[config.mk]
export PLATFORM = sky130hd
export DESIGN_NAME = lcd_frame_timing_control
export DESIGN_NICKNAME = d
export VERILOG_FILES = /design/src/rtl/lcd_timing_pkg.sv /design/src/rtl/lcd_frame_timing_control.sv
export SDC_FILE = /design/constraint.sdc
export NUM_CORES = 1
export LEC_CHECK = 0
export BUFFER_PORTS_ARGS = -buffer_cell sky130_fd_sc_hd__clkbuf_2
export CAP_MARGIN = 10
export CORE_MARGIN = 10
export CORE_UTILIZATION = 53
export DETAILED_ROUTE_END_ITERATION = 12
export PLACE_DENSITY = 0.84
export SLEW_MARGIN = 25
export SYNTH_ARGS = -nofsm -noshare
export SYNTH_HDL_FRONTEND = slang
export SYNTH_SLANG_ARGS = --single-unit
export TNS_END_PERCENT = 50
[constraint.sdc]
create_clock -name SYS_CLK -period 3 [get_ports SYS_CLK]
set_input_delay 0.3 -clock SYS_CLK [delete_from_list [all_inputs] [get_ports SYS_CLK]]
set_output_delay 0.3 -clock SYS_CLK [all_outputs]
set_load 0.02 [all_outputs]
[src/rtl/lcd_timing_pkg.sv]
// Package: register map, field layout and timing tables of the LCD frame timing block
package lcd_timing_pkg;

  // Register indices; byte address is four times the index
  localparam logic [11:0] IDX_CLOCK_CFG    = 12'h4B0;
  localparam logic [11:0] IDX_LINE_DIVIDER = 12'h4B1;
  localparam logic [11:0] IDX_STATUS       = 12'h4B2;
  localparam logic [11:0] IDX_CONTROL      = 12'h4B3;
  localparam logic [11:0] IDX_PERIOD_LOW   = 12'h4B4;

  // Reset values
  localparam logic [7:0] RST_CONTROL      = 8'h00;
  localparam logic [7:0] RST_PERIOD_LOW   = 8'h00;
  localparam logic [7:0] RST_LINE_DIVIDER = 8'h00;
  localparam logic [7:0] RST_CLOCK_CFG    = 8'h00;

  // Clock config fields: bit 0 picks the timer, bits 3:1 the common count
  localparam int CFG_TIMER_SEL_BIT = 0;
  localparam int CFG_COMMONS_LSB   = 1;

  // Status fields
  localparam int STS_POLARITY_BIT = 0;
  localparam int STS_RUNNING_BIT  = 1;

  // D in half source-clock steps, per common-count code
  localparam logic [3:0] D_HALF_128  = 4'h6;
  localparam logic [3:0] D_HALF_160  = 4'h5;
  localparam logic [3:0] D_HALF_200  = 4'h4;
  localparam logic [3:0] D_HALF_240  = 4'h3;
  localparam logic [3:0] D_HALF_320  = 4'h3;
  localparam logic [3:0] D_HALF_400  = 4'h2;
  localparam logic [3:0] D_HALF_480  = 4'h2;
  localparam logic [3:0] HALF_STEP   = 4'h2;

  typedef enum logic [2:0] {
    COM_128, COM_160, COM_200, COM_240, COM_320, COM_400, COM_480, COM_UNUSED
  } commons_e;

  // Control register, bit 7 first
  typedef struct packed {
    logic display_on_bit;
    logic blank_columns_bit;
    logic divided_polarity_enable;
    logic spare;
    logic period_bit9;
    logic ram_driver_addressing;
    logic period_bit8;
    logic shift_register_mode;
  } control_s;

endpackage

[src/rtl/lcd_frame_timing_control.sv]
// LCD frame timing and control: AHB-Lite registers, frame/line pulses, polarity alternation
`timescale 1ns/100ps
module lcd_frame_timing_control (
  input  wire logic        SYS_CLK,
  input  wire logic        RESET,
  input  wire logic        HSEL,
  input  wire logic [31:0] HADDR,
  input  wire logic [1:0]  HTRANS,
  input  wire logic        HWRITE,
  input  wire logic [2:0]  HSIZE,
  input  wire logic [31:0] HWDATA,
  input  wire logic        HREADY,
  output logic      [31:0] HRDATA,
  output logic             HREADYOUT,
  output logic             HRESP,
  input  wire logic        LF_CLK,
  input  wire logic        TIMER_PAIR_OUT,
  input  wire logic [7:0]  COL_DATA_IN,
  output logic      [7:0]  COL_DATA,
  output logic             DISPLAY_OFF_N,
  output logic             RAM_DRIVER_ADDRESSING,
  output logic             LINE_PULSE,
  output logic             FRAME_START,
  output logic             POLARITY
);

  ////////////////////////////////////////////////////////////////////////////
  // Register storage and bus state
  lcd_timing_pkg::control_s ctrl;
  logic [7:0]  period_low;
  logic [7:0]  line_divider;
  logic [7:0]  clock_cfg;
  logic        wr_pend;
  logic [11:0] wr_idx;
  logic [7:0]  rd_data;

  wire         addr_phase = HSEL && HREADY && HTRANS[1];
  wire [11:0]  addr_idx   = HADDR[13:2];
  wire         rd_phase   = addr_phase && !HWRITE;
  wire         wr_ctrl    = wr_pend && (wr_idx == lcd_timing_pkg::IDX_CONTROL);
  wire         wr_low     = wr_pend && (wr_idx == lcd_timing_pkg::IDX_PERIOD_LOW);
  wire         wr_div     = wr_pend && (wr_idx == lcd_timing_pkg::IDX_LINE_DIVIDER);
  wire         wr_cfg     = wr_pend && (wr_idx == lcd_timing_pkg::IDX_CLOCK_CFG);

  ////////////////////////////////////////////////////////////////////////////
  // Timing state
  logic [2:0]  lf_sync;
  logic [2:0]  tmr_sync;
  logic [3:0]  acc;
  logic [9:0]  line_cnt;
  logic [7:0]  div_cnt;

  wire [9:0] frame_period_value = {ctrl.period_bit9, ctrl.period_bit8, period_low};
  wire       running            = ctrl.shift_register_mode;
  wire       timer_sel          = clock_cfg[lcd_timing_pkg::CFG_TIMER_SEL_BIT];
  wire [2:0] commons_code       = clock_cfg[lcd_timing_pkg::CFG_COMMONS_LSB +: 3];

  // Edges taken from second sync stage onward only
  wire lf_rise  = lf_sync[1] && !lf_sync[2];
  wire tmr_rise = tmr_sync[1] && !tmr_sync[2];
  wire src_tick = timer_sel ? tmr_rise : lf_rise;

  logic [3:0] d_half;
  always_comb begin
    unique case (lcd_timing_pkg::commons_e'(commons_code))
      lcd_timing_pkg::COM_128: d_half = lcd_timing_pkg::D_HALF_128;
      lcd_timing_pkg::COM_160: d_half = lcd_timing_pkg::D_HALF_160;
      lcd_timing_pkg::COM_200: d_half = lcd_timing_pkg::D_HALF_200;
      lcd_timing_pkg::COM_240: d_half = lcd_timing_pkg::D_HALF_240;
      lcd_timing_pkg::COM_320: d_half = lcd_timing_pkg::D_HALF_320;
      lcd_timing_pkg::COM_400: d_half = lcd_timing_pkg::D_HALF_400;
      lcd_timing_pkg::COM_480: d_half = lcd_timing_pkg::D_HALF_480;
      default:                 d_half = lcd_timing_pkg::D_HALF_480;
    endcase
  end

  // Half-step accumulator gives fractional D exactly on average
  wire [3:0] acc_step  = acc + lcd_timing_pkg::HALF_STEP;
  wire       line_tick = running && src_tick && (acc_step >= d_half);
  wire [3:0] next_acc  = !running ? 4'h0 :
                         !src_tick ? acc :
                         line_tick ? acc_step - d_half : acc_step;

  // Period below one line is treated as one line so the count never hangs
  wire [9:0] period_m1  = (frame_period_value == 10'h000) ? 10'h000
                                                           : frame_period_value - 10'h001;
  wire       frame_end  = line_tick && (line_cnt >= period_m1);
  wire [9:0] next_line  = !running ? 10'h000 :
                          frame_end ? 10'h000 :
                          line_tick ? line_cnt + 10'h001 : line_cnt;

  wire [7:0] n_m1       = (line_divider == 8'h00) ? 8'h00 : line_divider - 8'h01;
  wire       div_end    = line_tick && (div_cnt >= n_m1);
  wire [7:0] next_div   = !running ? 8'h00 :
                          div_end ? 8'h00 :
                          line_tick ? div_cnt + 8'h01 : div_cnt;

  wire       flip       = ctrl.divided_polarity_enable ? div_end : frame_end;
  wire       next_pol   = !running ? 1'b0 : (POLARITY ^ flip);

  ////////////////////////////////////////////////////////////////////////////
  // AHB-Lite slave
  logic [7:0] status;
  always_comb begin
    status = 8'h00;
    status[lcd_timing_pkg::STS_POLARITY_BIT] = POLARITY;
    status[lcd_timing_pkg::STS_RUNNING_BIT]  = running;
  end

  // Read of a register written in the cycle before takes the new value
  wire       fwd       = (wr_ctrl || wr_low || wr_div || wr_cfg) && (wr_idx == addr_idx);
  wire [7:0] next_rd   =
    (addr_idx == lcd_timing_pkg::IDX_STATUS)       ? status :
    fwd                                            ? HWDATA[7:0] :
    (addr_idx == lcd_timing_pkg::IDX_CONTROL)      ? ctrl :
    (addr_idx == lcd_timing_pkg::IDX_PERIOD_LOW)   ? period_low :
    (addr_idx == lcd_timing_pkg::IDX_LINE_DIVIDER) ? line_divider :
    (addr_idx == lcd_timing_pkg::IDX_CLOCK_CFG)    ? clock_cfg : 8'h00;

  assign HREADYOUT = 1'b1;
  assign HRESP     = 1'b0;
  assign HRDATA    = {24'h000000, rd_data};

  always_ff @(posedge SYS_CLK) begin
    if (RESET) begin
      wr_pend <= 1'b0;
      wr_idx  <= 12'h000;
      rd_data <= 8'h00;
    end else begin
      wr_pend <= addr_phase && HWRITE;
      wr_idx  <= addr_idx;
      if (rd_phase) begin
        rd_data <= next_rd;
      end
    end
  end

  always_ff @(posedge SYS_CLK) begin
    if (RESET) begin
      ctrl         <= lcd_timing_pkg::RST_CONTROL;
      period_low   <= lcd_timing_pkg::RST_PERIOD_LOW;
      line_divider <= lcd_timing_pkg::RST_LINE_DIVIDER;
      clock_cfg    <= lcd_timing_pkg::RST_CLOCK_CFG;
    end else begin
      if (wr_ctrl) ctrl <= HWDATA[7:0];
      if (wr_low) period_low <= HWDATA[7:0];
      if (wr_div) line_divider <= HWDATA[7:0];
      if (wr_cfg) clock_cfg <= HWDATA[7:0];
    end
  end

  ////////////////////////////////////////////////////////////////////////////
  // Source clock synchronisers and frame timing
  always_ff @(posedge SYS_CLK) begin
    if (RESET) begin
      lf_sync  <= 3'h0;
      tmr_sync <= 3'h0;
    end else begin
      lf_sync  <= {lf_sync[1:0], LF_CLK};
      tmr_sync <= {tmr_sync[1:0], TIMER_PAIR_OUT};
    end
  end

  always_ff @(posedge SYS_CLK) begin
    if (RESET) begin
      acc         <= 4'h0;
      line_cnt    <= 10'h000;
      div_cnt     <= 8'h00;
      LINE_PULSE  <= 1'b0;
      FRAME_START <= 1'b0;
      POLARITY    <= 1'b0;
    end else begin
      acc         <= next_acc;
      line_cnt    <= next_line;
      div_cnt     <= next_div;
      LINE_PULSE  <= line_tick;
      FRAME_START <= frame_end;
      POLARITY    <= next_pol;
    end
  end

  // Column data is registered so blanking and data change on one edge
  always_ff @(posedge SYS_CLK) begin
    if (RESET) begin
      COL_DATA <= 8'h00;
    end else begin
      COL_DATA <= ctrl.blank_columns_bit ? 8'h00 : COL_DATA_IN;
    end
  end

  assign DISPLAY_OFF_N         = ctrl.display_on_bit;
  assign RAM_DRIVER_ADDRESSING = ctrl.ram_driver_addressing;
endmodule // lcd_frame_timing_control

### Word level (Yosys, flattened, before mapping)

Cells that the tools add are included.

| storage, ports and cells | value |
|---|---|
| register bits after elaboration | 92 |
| input port bits | 84 |

| operators by class | value |
|---|---|
| $add $sub $neg | 6 |
| magnitude comparators | 3 |
| equality and inequality tests | 14 |
| mux-type cells | 12 |
| bitwise logic cells | 2 |
| reductions and logical operators | 29 |

Operators with widths:

| cell | count |
|---|---|
| $eq 12x11->1 const B | 9 |
| $mux 8 | 7 |
| $logic_and 1x1->1 | 15 |
| $eq 12x12->1 | 1 |
| $pmux 3 s4 | 1 |
| $add 10x1->10 const B | 1 |
| $ge 10x10->1 | 1 |
| $logic_not 10->1 | 1 |
| $mux 10 | 1 |
| $sub 10x1->10 const B | 1 |
| $add 8x1->8 const B | 1 |
| $ge 8x8->1 | 1 |
| $logic_not 8->1 | 1 |
| $sub 8x1->8 const B | 1 |
| $eq 3x2->1 const B | 2 |
| $reduce_or 2->1 | 3 |
| $reduce_or 3->1 | 2 |
| $add 4x2->4 const B | 1 |
| $ge 4x4->1 | 1 |
| $mux 4 | 1 |
| $sub 4x4->4 | 1 |
| $eq 3x1->1 const B | 1 |
| $eq 3x3->1 const B | 1 |
| $logic_not 1->1 | 3 |
| 5 further kinds | 8 |

### Longest topological paths before layout

| logic depth | value |
|---|---|
| word-level depth | 8 |
| depth in mapped cells | 13 |
| gate-level depth less buffers | 13 |

### Least setup slack after synthesis

OpenSTA, ideal clock, no wires.

| timing path | value |
|---|---|
| kind | reg-to-reg |
| start point | register period_low[5] |
| end point | register line_cnt[1] |
| library setup time | 0.072 ns |
| arrival time | 2.605 ns |
| required time | 2.928 ns |
| slack | 0.323 ns |
| stages on the path, launching flop included | 12 |
| buffers on the path | 1 |
| period minus slack after synthesis | 2.677 ns |
| path through | dfxtp_1 clkbuf_1 nor4_1 nand4b_1 and2_1 ha_1 nor2_1 a21oi_1 o41a_1 o21ai_1 nand2_1 a21oi_1 |

| between the ends | value |
|---|---|
| longest elaborated chain between the ends | 5 |
| elaborated cells on any way between the ends | 6 |
| those cells by class | add/sub (1); order compare (1); mux (1); reduce/logical (3) |

Ends and longest elaborated chain:

| what | line | source |
|---|---|---|
| start: declaration | lcd_frame_timing_control.sv:30 | `logic [7:0] period_low;` |
| start signal: assignment | lcd_frame_timing_control.sv:141 | `period_low <= lcd_timing_pkg::RST_PERIOD_LOW;` |
| start signal: assignment | lcd_frame_timing_control.sv:146 | `if (wr_low) period_low <= HWDATA[7:0];` |
| $sub 10x1->10 / $logic_not 10->1 (equally long branches) | lcd_frame_timing_control.sv:86, lcd_frame_timing_control.sv:85 |  |
| $mux 10 * | lcd_frame_timing_control.sv:85 | `wire [9:0] period_m1 = (frame_period_value == 10'h000) ? 10'h000` |
| $ge 10x10->1 * | lcd_frame_timing_control.sv:87 | `wire frame_end = line_tick && (line_cnt >= period_m1);` |
| $logic_and 1x1->1 * | lcd_frame_timing_control.sv:87 |  |
| $reduce_or 3->1 (no source line) * | - |  |
| end signal: assignment | lcd_frame_timing_control.sv:174 | `line_cnt <= next_line;` |
| end: declaration | lcd_frame_timing_control.sv:50 | `logic [9:0] line_cnt;` |

Mark *: on every way between the ends. The rest lies on a longest branch, timed or not.
A chain may end at the register's enable or synchronous reset.

### Final worst setup path

| timing path | value |
|---|---|
| start point | register clock_cfg[3] |
| end point | register POLARITY |

| between the ends | value |
|---|---|
| longest elaborated chain between the ends | 8 |
| elaborated cells on any way between the ends | 13 |
| those cells by class | order compare (1); eq/ne (4); mux (2); bitwise (1); reduce/logical (5) |

Ends and longest elaborated chain:

| what | line | source |
|---|---|---|
| start: declaration | lcd_frame_timing_control.sv:32 | `logic [7:0] clock_cfg;` |
| start signal: assignment | lcd_frame_timing_control.sv:143 | `clock_cfg <= lcd_timing_pkg::RST_CLOCK_CFG;` |
| start signal: assignment | lcd_frame_timing_control.sv:148 | `if (wr_cfg) clock_cfg <= HWDATA[7:0];` |
| $eq 3x3->1 / $eq 3x2->1 (equally long branches) | lcd_frame_timing_control.sv:65 | `unique case (lcd_timing_pkg::commons_e'(commons_code))` |
| $reduce_or 2->1 (no source line) | - |  |
| $pmux 3 s4 * | lcd_frame_timing_control.sv:65 |  |
| $ge 4x4->1 * | lcd_frame_timing_control.sv:79 | `wire line_tick = running && src_tick && (acc_step >= d_half);` |
| $logic_and 1x1->1 * | lcd_frame_timing_control.sv:79 |  |
| $logic_and 1x1->1 (on tied branches) | lcd_frame_timing_control.sv:87, lcd_frame_timing_control.sv:93 |  |
| $mux 1 * | lcd_frame_timing_control.sv:98 | `wire flip = ctrl.divided_polarity_enable ? div_end : frame_end;` |
| $xor 1x1->1 * | lcd_frame_timing_control.sv:99 | `wire next_pol = !running ? 1'b0 : (POLARITY ^ flip);` |
| end signal: assignment | lcd_frame_timing_control.sv:178 | `POLARITY <= next_pol;` |
| end: declaration | lcd_frame_timing_control.sv:24 | `output logic POLARITY` |

Marked as above.

==> qor.txt <==
area of the mapped netlist = 0.004989 mm²
initial antenna violation count = 0
Syn Area/Cell = 9.070 µm²
Root Buffer Master = clkbuf_8
Net Sw Frac = 0.2766
routability cong. = 0.8959
vias in the first global route = 4141
R2R cell count = 9
first-pass GRT wire length = 19300 µm
GRT Util Overall = 0.1740
Clk pwr share = 0.372
P_leak = 2.479 nW
HPWL reported at the end of detailed placement = 8940 µm
CP Max Fanout = 5
finished layout cell area = 0.005585 mm²
Post-layout nets = 725
Flop pwr share = 0.557
Logic pwr share = 0.071
layout cells sized above 1 = 0.1828
drt first-iter violations = 219
Core Rows = 35
Post-Syn Instances = 550
clk sinks = 92
Worst Path Arrival = 3160 ps
min cycle time layout = 2844 ps
chip width = 117.0 µm
status = finished, final reports clean
Net Switching = 621.4 µW
clock skew = 14.79 ps
vias = 4081
max_slew headroom = 0.4352
actual slew at the worst max-slew pin = 840.8 ps
top_reg_cell synth = dfxtp_1
Async SR Flop Fraction = 0
area added between synthesis and finish = 11.96%
Post-synth EDFFs = 0
total power = 2.247 mW
Post-DRT Antenna Nets = 0
Max Slew Vio Count = 0
CP Capture Point = POLARITY$_SDFF_PP0_
Hold Path Class = in2reg
H-Tree Depth = 3
Pwr per Cell Area = 402.3 mW/mm²
Hold-fix buffers, CTS = 0
Residual DRC = 0
Final Hold Vio Count = 0
synth warn = 0
Fillers = 743
Seq cells post-synth = 92
Initial Util = 0.5424
post-synthesis sequential area ratio = 0.3692
post-detailed-route wirelength per cell = 16.33 µm
IO buf count = 56
CTS tree = yes
reg-to-reg slack, setup = 160 ps
Clock Pin Slew Worst Setup and Hold Paths = 110 ps
# diodes = 0
CP Launch Point = clock_cfg[3]$_SDFFE_PP0P_
Netlist cell types = 60
Crit Path Class = reg2reg
Clk Latency, worst-skew pair = 380 ps
final wirelength = 11910 µm
capture point of the worst reg-to-reg path = POLARITY$_SDFF_PP0_
Final setup viols = 0
Core Area = 0.009196 mm²
DP Area = 0.005326 mm²
worst path required time = 3320 ps
die span in y = 117.0 µm
CTS buffer count = 9
peak supply drop = 0.2634 mV
max cap viols = 0
design internal power = 1.625 mW
grt ovf = 0
Reg-to-Reg Start = clock_cfg[3]$_SDFFE_PP0P_
Fmax = 0.3516 GHz
average via count per standard cell = 5.598
First-pass DRT Iterations = 4
Final Cycle Share = 0.9480
I/O pins = 131
largest net degree at the start of global routing = 41
Die ar. = 0.01369 mm²
maximum root-to-sink buffer count = 2
Startpoint Class = flip-flop
CP Capture Type = flip-flop
synthesized netlist by cell type, types with 3 or more instances:
master	number	share of area
nor3_1	10	0.010
a211oi_1	4	0.0060
o211ai_1	4	0.0060
buf_1	3	0.0023
nor3b_1	3	0.0045
xor2_1	21	0.037
nand2_1	46	0.035
nand3_1	6	0.0060
o21ai_0	11	0.011
buf_4	26	0.039
xnor2_1	19	0.033
ha_1	27	0.068
mux2i_1	56	0.11
nand2b_1	6	0.0075
dfxtp_1	92	0.37
nand4_1	15	0.019
nor2_1	70	0.053
o32ai_1	5	0.0088
nor2b_1	24	0.030
clkbuf_1	10	0.0075
a21oi_1	14	0.014
and2_1	11	0.014
and3_1	3	0.0038
inv_1	16	0.012
worst max-delay path, cell delays in order (launching register included):
cell and delay, ps:
dfxtp_1 440, mux2_2 370, ha_1 210, fa_1 400
a21bo_2 230, a211oi_2 90, nor2_1 330, o21ai_1 230
mux2i_1 280, mux2i_1 210
sequential cells by signal, summed over array words and instances, names as in the netlist, 3 cells and up:
register      count
COL_DATA          8
acc               4
clock_cfg         8
ctrl              5
div_cnt           8
lf_sync           3
line_cnt         10
line_divider      8
period_low        8
rd_data           8
tmr_sync          3
wr_idx           12
timing repair:
item / 4_1_cts / 5_1_grt
endpoints found under the setup margin: 1 / 19
setup buffers: 0 / 2
gates resized for setup: 1 / 11
endpoints found under the hold margin: 0 / 0
pin swaps: 0 / 3
cell families (layout without fill, tap and decap cells):
logic type / after synthesis / after routing / share of synthesized area
AND/OR/NAND/NOR: 216 / 216 / 0.2285
flip-flops: 92 / 92 / 0.3692
AO/OA/AOI/OAI: 58 / 58 / 0.08127
multiplexers: 57 / 57 / 0.1146
buffers and inverters: 57 / 101 / 0.06296
XOR/XNOR: 40 / 40 / 0.07023
adder cells (fa/ha/maj): 28 / 28 / 0.07173
other: 2 / 26 / 0.001505
stage by stage:
stage,setup TNS [ps],util,hold WS (ps),std cells,setup WS [ps]
2_1_floorplan,0,-,413.8,574,323.0
3_3_place_gp,0,0.5792,428.2,711,181.7
3_5_place_dp,0,0.5792,426.9,711,59.53
4_1_cts,0,0.6018,105.3,727,43.08
5_1_grt,-6.222,0.6073,107.1,729,-5.018
6_report,0,0.6073,107.4,729,156.0
power groups by stage:
stage          clock (mW)  combinational [mW]  sequential, mW
5_1_grt             0.896               0.172            1.25
3_5_place_dp            0               0.156            1.28
2_1_floorplan           0               0.121            1.29
6_report            0.835               0.160            1.25
3_3_place_gp            0               0.153            1.28
4_1_cts             0.850               0.158            1.25
how the worst min path moves through the flow:
stage	start	to	cells past startpoint
after detailed placement	lf_sync[0]$_SDFF_PP0_	lf_sync[1]$_SDFF_PP0_	1
after CTS	COL_DATA_IN[5]	COL_DATA[5]$_SDFF_PP0_	2
after global routing	COL_DATA_IN[4]	COL_DATA[4]$_SDFF_PP0_	2
after floorplan	lf_sync[0]$_SDFF_PP0_	lf_sync[1]$_SDFF_PP0_	1
after global placement	tmr_sync[0]$_SDFF_PP0_	tmr_sync[1]$_SDFF_PP0_	1
final	COL_DATA_IN[5]	COL_DATA[5]$_SDFF_PP0_	2
cell type report:
type	instances	area [µm²]	share of cell area
Clock inverter	7	81.33	0.01456
Tap cell	111	138.9	0.02487
Sequential cell	92	1844	0.3302
Multi-Input combinational cell	425	2959	0.5298
Clock buffer	9	123.9	0.02218
Inverter	16	60.06	0.01075
Timing Repair Buffer	69	377.9	0.06765
cells in the final DEF (no fill, tap or decap), drive strengths merged, types with 2 or more instances in the layout:
cell type  instances
a211oi             5
a21o               2
a21oi             14
a2bb2oi            2
a31o               2
and2              11
and3               3
and4bb             2
buf               13
clkbuf            65
clkinv             4
conb              26
dfxtp             92
ha                27
inv               19
mux2i             56
nand2             47
nand2b             6
nand3              6
nand3b             2
nand4             16
nor2              72
nor2b             24
nor3              10
nor3b              3
nor4               4
nor4b              3
o211ai             4
o21ai             12
o32ai              5
or2                2
or3                2
xnor2             19
xor2              21
routing by layer:
metal | vias up | track usage | wire length (µm)
met5 | - | 0 | 0
met2 | 124 | 0.3045 | 5981
met3 | 23 | 0.02650 | 671
li1 | 1978 | - | -
met1 | 1956 | 0.2051 | 4971
met4 | 0 | 0.07908 | 283
(Power assumes the default switching activity.)
